[src/rtl/rsc_pkg.sv]
/*
 Package for the eight-channel relay state control block: command codes,
 field widths, reset values and the carrier structs for requests/answers.
 Assumes it is compiled before the design module that uses it.
*/
package rsc_pkg;

   // ==================================================================
   // Widths and reset values
   // ==================================================================

   // Number of relay channels on the card.
   localparam int unsigned NUM_CH = 8;
   // Width of a channel index.
   localparam int unsigned CH_W = 3;
   // Power-on value of the channel state word: every channel open.
   localparam logic [7:0] STATE_RESET = 8'h00;
   // Value of a single channel bit that opens the channel.
   localparam logic BIT_OPEN = 1'b0;
   // Value of a single channel bit that closes the channel.
   localparam logic BIT_CLOSED = 1'b1;
   // Width of an identity code.
   localparam int unsigned ID_W = 24;
   // Full product identity; the value is arbitrary.
   localparam logic [23:0] ID_FULL = 24'h5A5A01;
   // Family identity without the product suffix; the value is arbitrary.
   localparam logic [23:0] ID_FAMILY = 24'h5A5AFF;

   // ==================================================================
   // Commands
   // ==================================================================

   // Command codes, one-hot except CMD_NONE, so a decode is one bit test.
   typedef enum logic [7:0] {
      CMD_NONE     = 8'h00,
      CMD_WRITE    = 8'h01,
      CMD_READ     = 8'h02,
      CMD_CHWR     = 8'h04,
      CMD_CLOSE    = 8'h08,
      CMD_OPEN     = 8'h10,
      CMD_QUERY    = 8'h20,
      CMD_RESET    = 8'h40,
      CMD_IDENTITY = 8'h80
   } rsc_cmd_e;

   // One request from the controller.
   typedef struct packed {
      rsc_cmd_e   cmd;   // What to do.
      logic [7:0] data;  // Whole word, channel list mask, or channel bit.
      logic [2:0] ch;    // Channel index for a single-channel write.
   } rsc_req_s;

   // One answer to the controller.
   typedef struct packed {
      logic        valid; // One-cycle answer strobe.
      logic        last;  // Final item of this answer.
      logic [23:0] data;  // Word, channel bit, or identity code.
   } rsc_rsp_s;

endpackage : rsc_pkg

[src/rtl/rsc_relay_ctrl.sv]
/*
 Channel-state logic of an eight-channel relay switching card.
 Holds one 8-bit state word that drives the relay outputs, and answers
 reads, per-channel queries and identity queries from the slot controller.
 Assumes requests arrive synchronous to core_clk, one per cycle at most,
 and that no request is offered while busy is high.
*/
// What this block does
// - Bit n drives relay channel n.
// - Bit zero opens, bit one closes channel.
// - Whole word ranges 0 to 255.
// - Whole write loads all eight bits together.
// - Whole read returns current eight-bit state.
// - Single-channel write changes only addressed bit.
// - Close list sets each named bit.
// - Open list clears each named bit.
// - Query reports listed channels, one by one.
// - Slot reset restores all power-on state.
// - Identity full only with terminal module attached.
`timescale 1ns/100ps
`default_nettype none

module rsc_relay_ctrl (
   // Clock and reset.
   input wire logic core_clk,
   input wire logic rstn,
   // Request from the slot controller.
   input wire rsc_pkg::rsc_req_s req,
   input wire logic req_valid,
   // Terminal module presence, high while attached.
   input wire logic term_attached,
   // Answer to the slot controller.
   output rsc_pkg::rsc_rsp_s rsp,
   output logic busy,
   // Relay drive, one bit per channel.
   output logic [7:0] relay_on
);

   // ==================================================================
   // State
   // ==================================================================

   // Query walker states.
   typedef enum logic [1:0] {
      ST_IDLE = 2'b01,
      ST_WALK = 2'b10
   } rsc_walk_e;

   // Programmed channel state word.
   logic [7:0] state_r;
   // Channels still to be reported by a query.
   logic [7:0] pend_r;
   // Query walker state.
   rsc_walk_e walk_r;
   // Registered answer.
   rsc_pkg::rsc_rsp_s rsp_r;
   // Lowest pending channel and the mask left after it.
   logic [2:0] low_idx;
   logic [7:0] pend_nxt;
   // Accepted request strobe.
   logic take;

   assign take = req_valid && (walk_r == ST_IDLE);

   // ==================================================================
   // Channel state word
   // ==================================================================

   // Each channel bit is updated on its own; a bit not named keeps its
   // value, so list commands never disturb their neighbours.
   genvar gi;
   generate
      for (gi = 0; gi < rsc_pkg::NUM_CH; gi++) begin : g_ch
         always_ff @(posedge core_clk or negedge rstn) begin
            if (!rstn) begin
               state_r[gi] <= rsc_pkg::STATE_RESET[gi];
            end else if (take) begin
               case (req.cmd)
                  rsc_pkg::CMD_RESET: begin
                     state_r[gi] <= rsc_pkg::STATE_RESET[gi];
                  end
                  rsc_pkg::CMD_WRITE: begin
                     // Full word load; any 0..255 value is legal.
                     state_r[gi] <= req.data[gi];
                  end
                  rsc_pkg::CMD_CHWR: begin
                     if (req.ch == gi) begin
                        state_r[gi] <= req.data[0];
                     end
                  end
                  rsc_pkg::CMD_CLOSE: begin
                     if (req.data[gi]) begin
                        state_r[gi] <= rsc_pkg::BIT_CLOSED;
                     end
                  end
                  rsc_pkg::CMD_OPEN: begin
                     if (req.data[gi]) begin
                        state_r[gi] <= rsc_pkg::BIT_OPEN;
                     end
                  end
                  default: begin
                     state_r[gi] <= state_r[gi];
                  end
               endcase
            end
         end
      end
   endgenerate

   // Relays follow the word one cycle later; bit n is channel n, 1 is closed.
   always_ff @(posedge core_clk or negedge rstn) begin
      if (!rstn) begin
         relay_on <= rsc_pkg::STATE_RESET;
      end else begin
         relay_on <= state_r;
      end
   end

   // ==================================================================
   // Query walker
   // ==================================================================

   // Lowest set bit of the pending mask; list order is ascending channel.
   always_comb begin
      low_idx = 3'h0;
      for (int i = rsc_pkg::NUM_CH - 1; i >= 0; i--) begin
         if (pend_r[i]) begin
            low_idx = 3'(i);
         end
      end
      pend_nxt = pend_r & ~(8'h01 << low_idx);
   end

   // A query walks its mask one channel per cycle, so the answers come
   // out as separate items; any request offered during a walk is dropped.
   always_ff @(posedge core_clk or negedge rstn) begin
      if (!rstn) begin
         walk_r <= ST_IDLE;
         pend_r <= 8'h00;
      end else begin
         case (walk_r)
            ST_IDLE: begin
               if (take && req.cmd == rsc_pkg::CMD_QUERY &&
                   req.data != 8'h00) begin
                  walk_r <= ST_WALK;
                  pend_r <= req.data;
               end
            end
            ST_WALK: begin
               pend_r <= pend_nxt;
               if (pend_nxt == 8'h00) begin
                  walk_r <= ST_IDLE;
               end
            end
            default: begin
               walk_r <= ST_IDLE;
               pend_r <= 8'h00;
            end
         endcase
      end
   end

   // ==================================================================
   // Answers
   // ==================================================================

   // Read, identity and each query item produce a one-cycle strobe.
   always_ff @(posedge core_clk or negedge rstn) begin
      if (!rstn) begin
         rsp_r <= '0;
      end else begin
         rsp_r <= '0;
         if (walk_r == ST_WALK) begin
            rsp_r.valid <= 1'b1;
            rsp_r.last <= (pend_nxt == 8'h00);
            rsp_r.data <= {23'h000000, state_r[low_idx]};
         end else if (take) begin
            case (req.cmd)
               rsc_pkg::CMD_READ: begin
                  rsp_r.valid <= 1'b1;
                  rsp_r.last <= 1'b1;
                  rsp_r.data <= {16'h0000, state_r};
               end
               rsc_pkg::CMD_IDENTITY: begin
                  rsp_r.valid <= 1'b1;
                  rsp_r.last <= 1'b1;
                  // Without the terminal module only the family code.
                  rsp_r.data <= term_attached ? rsc_pkg::ID_FULL
                                              : rsc_pkg::ID_FAMILY;
               end
               rsc_pkg::CMD_QUERY: begin
                  // An empty list still gets a closing, empty answer.
                  if (req.data == 8'h00) begin
                     rsp_r.valid <= 1'b1;
                     rsp_r.last <= 1'b1;
                  end
               end
               default: begin
                  rsp_r.valid <= 1'b0;
               end
            endcase
         end
      end
   end

   assign rsp = rsp_r;

   // Busy is a flop: high in the cycle after a query with a list is taken.
   always_ff @(posedge core_clk or negedge rstn) begin
      if (!rstn) begin
         busy <= 1'b0;
      end else if (walk_r == ST_WALK) begin
         busy <= (pend_nxt != 8'h00);
      end else begin
         busy <= take && req.cmd == rsc_pkg::CMD_QUERY && req.data != 8'h00;
      end
   end
endmodule : rsc_relay_ctrl

`default_nettype wire
[config.mk]
export PLATFORM = sky130hd
export DESIGN_NAME = rsc_relay_ctrl
export DESIGN_NICKNAME = d
export VERILOG_FILES = /design/src/rtl/rsc_pkg.sv /design/src/rtl/rsc_relay_ctrl.sv
export SDC_FILE = /design/constraint.sdc
export NUM_CORES = 1
export LEC_CHECK = 0
export BUFFER_PORTS_ARGS = -buffer_cell sky130_fd_sc_hd__buf_4
export CORE_ASPECT_RATIO = 0.8
export CORE_MARGIN = 3
export CORE_UTILIZATION = 40
export DETAILED_ROUTE_END_ITERATION = 7
export PLACE_DENSITY = 0.69
export SLEW_MARGIN = 0
export SYNTH_ARGS = -nofsm -noshare
export SYNTH_HDL_FRONTEND = slang
export SYNTH_SLANG_ARGS = --single-unit
[constraint.sdc]
create_clock -name core_clk -period 1.9 [get_ports core_clk]
set_input_delay 0.19 -clock core_clk [delete_from_list [all_inputs] [get_ports core_clk]]
set_output_delay 0.19 -clock core_clk [all_outputs]
set_load 0.05 [all_outputs]
Yosys cells after proc, flatten, opt, wreduce, memory -nomap -nowiden

Cells that the tools add are included.
Widths: inputs -> output; s select.

Flip-flop bits (word level): 53
Input bits: 23
Output and inout port bits: 35
Logic and storage cells: 136

Magnitude comparators: 1
Equal/unequal tests: 43
Shift-type cells: 1
Muxes and demuxes: 55
Bitwise logic cells: 2
Reduce and logical (&&, ||, !) cells: 19

Operators by type and width:

| operator            | count |
|---|---|
| $mux 26             | 2 |
| $ne 2x2->1 const B  | 24 |
| $pmux 23 s2         | 1 |
| $pmux 1 s5          | 8 |
| $reduce_and 5->1    | 8 |
| $mux 1              | 26 |
| $mux 3              | 8 |
| $logic_not 8->1     | 2 |
| $mux 8              | 2 |
| $pmux 8 s2          | 1 |
| $reduce_bool 8->1   | 2 |
| $eq 3x3->1 const B  | 4 |
| $and 8x8->8         | 1 |
| $eq 8x1->1 const B  | 1 |
| $eq 8x2->1 const B  | 1 |
| $eq 8x3->1 const B  | 1 |
| $eq 8x4->1 const B  | 1 |
| $eq 8x5->1 const B  | 1 |
| $eq 8x6->1 const B  | 1 |
| $eq 8x7->1 const B  | 1 |
| $eq 8x8->1 const B  | 1 |
| $not 8->8           | 1 |
| $shl 1x3->8 const A | 1 |
| $eq 3x2->1 const B  | 2 |
| other kinds (14)    | 20 |

Depth between registers and ports, before layout

Gate-level depths: netlist of the first run.

Depth in word-level cells: 14
Mapped depth: 8
Depth with buffers taken out: 7

Least setup slack after synthesis of the first run

OpenSTA, ideal clock, no wires.

Kind: register -> register
Start point: register pend_r[6]
End point: register rsp_r, in the netlist rsp[0]
Arrival: 1,905 ps
Required time: 1,774 ps
Path slack: -132 ps
Stages on the path, launching flop included: 4
Buffers on the path: 0
Cell sequence: dfrtp_1 -> o41ai_1 -> mux4_2 -> a311o_1

Longest elaborated chain between the ends: 10

RTL lines:

| element                      | line                  | source |
|---|---|---|
| start, declared              | rsc_relay_ctrl.sv:52  | `logic [7:0] pend_r;` |
| start signal, assigned       | rsc_relay_ctrl.sv:146 | `pend_r <= req.data;` |
| start signal, assigned       | rsc_relay_ctrl.sv:150 | `pend_r <= pend_nxt;` |
| $mux 3 (7 in a row)          | rsc_relay_ctrl.sv:127 | `if (pend_r[i]) begin` |
| $bmux 1 s3                   | rsc_relay_ctrl.sv:176 | `rsp_r.data <= {23'h000000, state_r[low_idx]};` |
| $mux 1 (implied by the code) | rsc_relay_ctrl.sv:176 |  |
| $mux 26                      | rsc_relay_ctrl.sv:173 | `if (walk_r == ST_WALK) begin` |
| end, declared                | rsc_relay_ctrl.sv:56  | `rsc_pkg::rsc_rsp_s rsp_r;` |

No other way between the ends. The select of a mux whose other input is x is not followed.
A chain may end at the register's enable or synchronous reset.

Worst setup path in the final report of the first run

Start point: register pend_r[2]
End point: register walk_r[0]

Longest elaborated chain between the ends: 9

RTL lines:

| element                        | line                  | source |
|---|---|---|
| $mux 3 (3 in a row)            | rsc_relay_ctrl.sv:127 |  |
| $shl 1x3->8                    | rsc_relay_ctrl.sv:131 | `pend_nxt = pend_r & ~(8'h01 << low_idx);` |
| $not 8->8                      | rsc_relay_ctrl.sv:131 |  |
| $and 8x8->8 (*)                | rsc_relay_ctrl.sv:131 |  |
| $logic_not 8->1 (*)            | rsc_relay_ctrl.sv:151 | `if (pend_nxt == 8'h00) begin` |
| $ne 2x1->1 (no line) (*)       | --                    |  |
| $reduce_and 2->1 (no line) (*) | --                    |  |
| end signal, assigned           | rsc_relay_ctrl.sv:138 | `walk_r <= ST_IDLE;` |
| end signal, assigned           | rsc_relay_ctrl.sv:152 | `walk_r <= ST_IDLE;` |
| end signal, assigned           | rsc_relay_ctrl.sv:156 | `walk_r <= ST_IDLE;` |
| end, declared                  | rsc_relay_ctrl.sv:54  | `rsc_walk_e walk_r;` |

Every way passes the cells marked *; elsewhere a longest branch is shown, timed or not.

==> impl_metrics.env, run 1 <==
export IMPL_status="finished, violations left"
export IMPL_violations="negative setup slack"
export IMPL_synthesis_area_mm2=0.00233
export IMPL_yosysTopAreaCell="dfrtp_1"
export IMPL_clkPwrFrac_pct=30.5
export IMPL_synth_flop_cell="dfrtp_1"
export IMPL_coreArea_mm2=0.00556
export IMPL_overflow=0
export IMPL_gr_usage_all_layers_pct=19.6
export IMPL_p_sw_uw=746
export IMPL_syn_area_per_cell_um2=9.33
export IMPL_die_h_um=74.3
export IMPL_crit_arrival_ns=2.20
export IMPL_cts_sinks=38
export IMPL_clockBufferDepth=2
export IMPL_r2r_slack_ns=-0.09
export IMPL_synth_most_common_cell="dfrtp_1"
export IMPL_grt_max_degree=39
export IMPL_period_share_pct=105
export IMPL_grt_pass1_wl_um=10400
export IMPL_rows=24
export IMPL_vdd_drop_max_mv=0.448
export IMPL_ys_types=55
export IMPL_synth_edff_count=0
export IMPL_totalWireLength_um=6330
export IMPL_fmaxAchievable_mhz=503
export IMPL_drive_gt1_share_pct=36.3
export IMPL_ioPinCount=58
export IMPL_pre_cts_ws_ns=-0.147
export IMPL_place_area_mm2=0.00286
export IMPL_synthArstFlopShare_pct=100
export IMPL_drv_cap=0
export IMPL_utilization_pct=56.3
export IMPL_ys_seq_area_share_pct=40.8
export IMPL_drt_initial_drc_count=140
export IMPL_final_hold_viol_count=0
export IMPL_diodes=0
export IMPL_firstDrtPassIters=4
export IMPL_seqPwrFrac_pct=37.8
export IMPL_drc=0
export IMPL_cts_htree_levels=2
export IMPL_start_util_pct=42.0
export IMPL_rr_endpoint="walk_r[0]"
export IMPL_synth_top_area_share_pct=39.7
export IMPL_place_gp_congestion=0.972
export IMPL_synthTopCellsByCount="dfrtp_1, a21oi_1, nor2_1"
export IMPL_antenna_found_initial=0
export IMPL_insertion_delay_ns=0.30
export IMPL_crit_type="reg2reg"
export IMPL_setup_viol=2
export IMPL_fin_nets=346
export IMPL_dpl_hpwl_um=4560
export IMPL_io_buffers=49
export IMPL_synth_cells=250
export IMPL_cp_max_fo=6
export IMPL_wire_per_inst_um=15.8
export IMPL_hold_depth=2
export IMPL_rsz0062_at_grt="yes"
export IMPL_ys_ff_latch=38
export IMPL_cp_data_required_time_ns=2.12
export IMPL_cts_root_buf="clkbuf_8"
export IMPL_fin_tns_setup_ns=-0.151
export IMPL_ant_nets=0
export IMPL_hp_class="in2reg"
export IMPL_clock_skew_ns=0.00272
export IMPL_ys_top_cells_by_area="dfrtp_1, buf_4, a21oi_1"
export IMPL_die_w_um=91.4
export IMPL_r2r_cells=6
export IMPL_num_fill_cells=504
export IMPL_via_per_inst=5.49
export IMPL_p_int_uw=1560
export IMPL_clkTransAtPathRegs_ns=0.08
export IMPL_timing_rr_start="pend_r[2]"
export IMPL_report_final_slew_viol_count=0
export IMPL_cts_tree="done"
export IMPL_leakagePower_uw=0.00143
export IMPL_p_per_area_mw_per_mm2=737
export IMPL_worst_setup_path_end_kind="flop"
export IMPL_finalWorstSetupSlack_ns=-0.0873
export IMPL_power_uw=2300
export IMPL_final_area_mm2=0.00313
export IMPL_start_kind="flop"
export IMPL_whs_endpoint="pend_r[6]"
export IMPL_area_growth_pct=34.1
export IMPL_grt_pass1_vias=2031
export IMPL_p_sw_share_pct=32.4
export IMPL_min_period_ns=1.99
export IMPL_fp_dieArea_mm2=0.00679
export IMPL_num_vias=2195
export IMPL_yosysWarnings=0
export IMPL_p_comb_share_pct=31.7
export IMPL_cts_buffers=5
export IMPL_holdCritStartpoint="req[9]"
==> worst max-delay path, cell delays in order, from the launching register on <==
cell and delay, ns:
dfrtp_2 0.49, nor4_4 0.35, buf_4 0.19, o21ai_2 0.06
a21oi_2 0.20, o32ai_1 0.09, or4_1 0.53
==> worst max-delay path by stage <==
| stage | from | to | slack, ns | depth (start not counted) |
|---|---|---|---|---|
| floorplan | pend_r[6] | rsp[0] | 0.02 | 3 |
| global placement | pend_r[0] | walk_r[0] | -0.06 | 5 |
| detailed placement | pend_r[0] | walk_r[0] | -0.15 | 5 |
| CTS | pend_r[1] | walk_r[0] | -0.05 | 7 |
| global route | pend_r[1] | walk_r[0] | -0.17 | 6 |
| finish | pend_r[2] | walk_r[0] | -0.09 | 6 |
==> stage by stage <==
| step | hold WS, ns | cells |
|---|---|---|
| after floorplan | -0.106 | 257 |
| after global placement | 0.189 | 383 |
| after detailed placement | 0.189 | 383 |
| after CTS | 0.139 | 399 |
| after global routing | 0.140 | 400 |
| final | 0.145 | 400 |
==> placed cells by master, fill, tap and decap left out, types with 2 or more instances in the layout <==
cell type / n
a211oi_1: 2
o31ai_2: 2
buf_4: 79
ha_1: 2
nor4_1: 2
nor3_2: 2
nand4b_1: 2
conb_1: 8
xor2_1: 2
dfrtp_1: 33
dfrtp_2: 4
nand3_1: 2
o221ai_1: 8
mux2_2: 7
nor3_1: 5
o32ai_1: 2
nor2b_1: 5
a2111oi_4: 2
o21ai_0: 16
nor3b_1: 4
a21oi_1: 19
clkinvlp_4: 2
a211o_1: 3
and3b_1: 3
o2bb2ai_1: 2
nor2_1: 18
inv_1: 16
clkbuf_8: 5
nand2b_1: 4
and4_1: 2
nand2_1: 17
a22o_1: 7
o211ai_1: 2
==> sequential cells by signal, summed over array words and instances (netlist names) <==
signal,cells
walk_r,2
busy,1
relay_on,8
state_r,8
pend_r,8
rsp,11
==> repair_timing <==
item,in CTS,in global routing
resized for setup,10,7
setup buffers,7,1
endpoints found under the hold margin,37,0
hold buffers,1,0
endpoints found under the setup margin,3,12
pin swaps,5,4
==> cells by family (layout without fill, tap and decap cells) <==
kind of cell / Yosys count / in the layout / share of synthesized area, %
AOI/OAI and AO/OA: 81 / 81 / 24.5
and+or+nand+nor: 77 / 77 / 18.6
buffers and inverters: 40 / 105 / 9.34
DFF: 38 / 38 / 40.8
muxes: 9 / 9 / 4.77
adders and majority gates: 2 / 2 / 1.07
xor gates and xnor gates: 2 / 2 / 0.751
other: 1 / 8 / 0.161
==> area by class of cell <==
type,count,area (um2),share of cell area [%]
tap,78,97.6,3.12
inverter,16,60.1,1.92
clock inverter,3,45.0,1.44
clock buffer,5,68.8,2.20
multi-input combinational,179,1270,40.8
timing repair buffer,81,623,19.9
sequential,38,957,30.6
==> power groups by stage <==
stage | sequential, uW | combinational, uW | clock (uW)
6_report | 870 | 730 | 702
3_3_place_gp | 885 | 707 | 0
4_1_cts | 870 | 722 | 713
3_5_place_dp | 885 | 713 | 0
5_1_grt | 875 | 795 | 744
2_1_floorplan | 926 | 424 | 0
==> metal layers <==
layer	part of all wire [%]	track usage, %	wire length, um	vias to the layer above
li1	-	-	-	1048
met1	48	27.3	3050	1056
met2	45	31.6	2850	84
met3	6.0	4.55	377	7
met4	0.73	4.52	46	0
met5	0	0	0	-
Power figures use the tool's default switching activity.
==> inputs of run 2 (changes only) <==
- SKIP_LAST_GASP: unset -> 1
==> impl_metrics.env, run 2 (synthesis results as in run 1) <==
export IMPL_fmaxAchievable_mhz=498
export IMPL_fin_tns_setup_ns=-0.164
export IMPL_crit_type="reg2reg"
export IMPL_overflow=0
export IMPL_final_hold_viol_count=0
export IMPL_use_met1_pct=27.3
export IMPL_drv_cap=0
export IMPL_whs_ns=0.143
export IMPL_dp_cells=383
export IMPL_r2r_slack_ns=-0.11
export IMPL_final_common_cell="buf_4"
export IMPL_vdd_drop_max_mv=0.446
export IMPL_insertion_delay_ns=0.30
export IMPL_p_comb_share_pct=31.7
export IMPL_cts_htree_levels=2
export IMPL_min_period_ns=2.01
export IMPL_fin_nets=346
export IMPL_coreArea_mm2=0.00556
export IMPL_num_fill_cells=504
export IMPL_power_uw=2300
export IMPL_seqPwrFrac_pct=37.8
export IMPL_antenna_found_initial=0
export IMPL_cts_buffers=5
export IMPL_ioPinCount=58
export IMPL_via_per_inst=5.43
export IMPL_grt_pass1_vias=2031
export IMPL_die_w_um=91.4
export IMPL_clkPwrFrac_pct=30.5
export IMPL_ant_nets=0
export IMPL_p_sw_uw=743
export IMPL_p_sw_share_pct=32.3
export IMPL_rsz0062_at_grt="yes"
export IMPL_multi_input_area_mm2=0.00127
export IMPL_worst_setup_path_end_kind="flop"
export IMPL_cts_sinks=38
export IMPL_whs_endpoint="pend_r[6]"
export IMPL_clock_skew_ns=0.00224
export IMPL_start_kind="flop"
export IMPL_gr_usage_met3_pct=4.55
export IMPL_hp_class="in2reg"
export IMPL_finalWorstSetupSlack_ns=-0.110
export IMPL_most_common_layout_cells="buf_4, dfrtp_1, a21oi_1"
export IMPL_wire_per_inst_um=15.8
export IMPL_num_vias=2173
export IMPL_drc=0
export IMPL_start_util_pct=42.0
export IMPL_p_int_uw=1560
export IMPL_rows=24
export IMPL_crit_arrival_ns=2.23
export IMPL_clockBufferDepth=2
export IMPL_io_buffers=49
export IMPL_period_share_pct=106
export IMPL_p_per_area_mw_per_mm2=738
export IMPL_holdCritStartpoint="req[9]"
export IMPL_dpl_hpwl_um=4560
export IMPL_gr_usage_all_layers_pct=19.6
export IMPL_place_gp_congestion=0.972
export IMPL_rr_endpoint="walk_r[0]"
export IMPL_fp_dieArea_mm2=0.00679
export IMPL_seq_area_um2=957
export IMPL_cp_max_fo=6
export IMPL_r2r_cells=6
export IMPL_firstDrtPassIters=4
export IMPL_cts_tree="done"
export IMPL_cts_root_buf="clkbuf_8"
export IMPL_clkTransAtPathRegs_ns=0.08
export IMPL_setup_viol=2
export IMPL_stdcell_count=400
export IMPL_drt_initial_drc_count=123
export IMPL_violations="negative setup slack"
export IMPL_hold_depth=2
export IMPL_area_growth_pct=33.7
export IMPL_report_final_slew_viol_count=0
export IMPL_grt_max_degree=39
export IMPL_leakagePower_uw=0.00143
export IMPL_gr_max_usage_layer="met2"
export IMPL_totalWireLength_um=6310
export IMPL_largest_reg_flops=11
export IMPL_utilization_pct=56.1
export IMPL_timing_rr_start="pend_r[2]"
export IMPL_drive_gt1_share_pct=36.0
export IMPL_grt_pass1_wl_um=10400
export IMPL_diodes=0
export IMPL_status="finished, violations left"
export IMPL_die_h_um=74.3
export IMPL_cp_data_required_time_ns=2.12
export IMPL_use_met2_pct=31.6
==> run 2: cell count changes in the layout (fill, tap and decap cells not counted) <==
cell	previous run	this run
nor2_2	0	1
nor2_4	1	0
o21ai_1	1	2
o21ai_2	1	0
==> run 2: layout make-up <==
cell class                 instances  area share, %
clock inverter                     3           1.44
inverter                          16           1.93
clock buffer                       5           2.21
timing repair buffer              81           20.0
sequential                        38           30.7
multi-input combinational        179           40.6
tap                               78           3.13
==> run 2: layer usage <==
metal	vias up	wire length, um
met2	82	2860
met5	-	0
li1	1044	-
met3	7	452
met1	1040	2960
met4	0	46
==> run 2: worst max-delay path: stages, from the launching register on <==
cell     delay, ns
dfrtp_2       0.49
nor4_4        0.35
buf_4         0.18
o21ai_1       0.08
a21oi_2       0.21
o32ai_1       0.09
or4_1         0.53
==> run 2: worst max-delay path by stage <==
stage / startpoint / slack [ns] / end / cells past startpoint
2_1_floorplan: pend_r[6] / 0.02 / rsp[0] / 3
3_3_place_gp: pend_r[0] / -0.06 / walk_r[0] / 5
3_5_place_dp: pend_r[0] / -0.15 / walk_r[0] / 5
4_1_cts: pend_r[1] / -0.05 / walk_r[0] / 7
5_1_grt: pend_r[2] / -0.20 / walk_r[0] / 6
6_report: pend_r[2] / -0.11 / walk_r[0] / 6
==> run 2: stage by stage <==
stage	instance area (um2)	setup slack, ns
finish	3120	-0.110
global route	3120	-0.199
CTS	3090	-0.0484
detailed placement	2860	-0.147
global placement	2860	-0.0613
floorplan	2370	0.0202
==> run 2: power by group through the flow <==
stage,Clock [uW],Sequential [uW],Combinational (uW)
final,701,870,728
after global routing,744,875,795
after CTS,713,870,722
after detailed placement,0,885,713
after global placement,0,885,707
after floorplan,0,926,424
==> run 2: repair_timing <==
action | in CTS | in global routing
buffers inserted | 7 | 1
gates resized for setup | 10 | 5
endpoints found under the hold margin | 37 | 0
pin swaps | 5 | 4
endpoints found under the setup margin | 3 | 12
hold buffers | 1 | 0
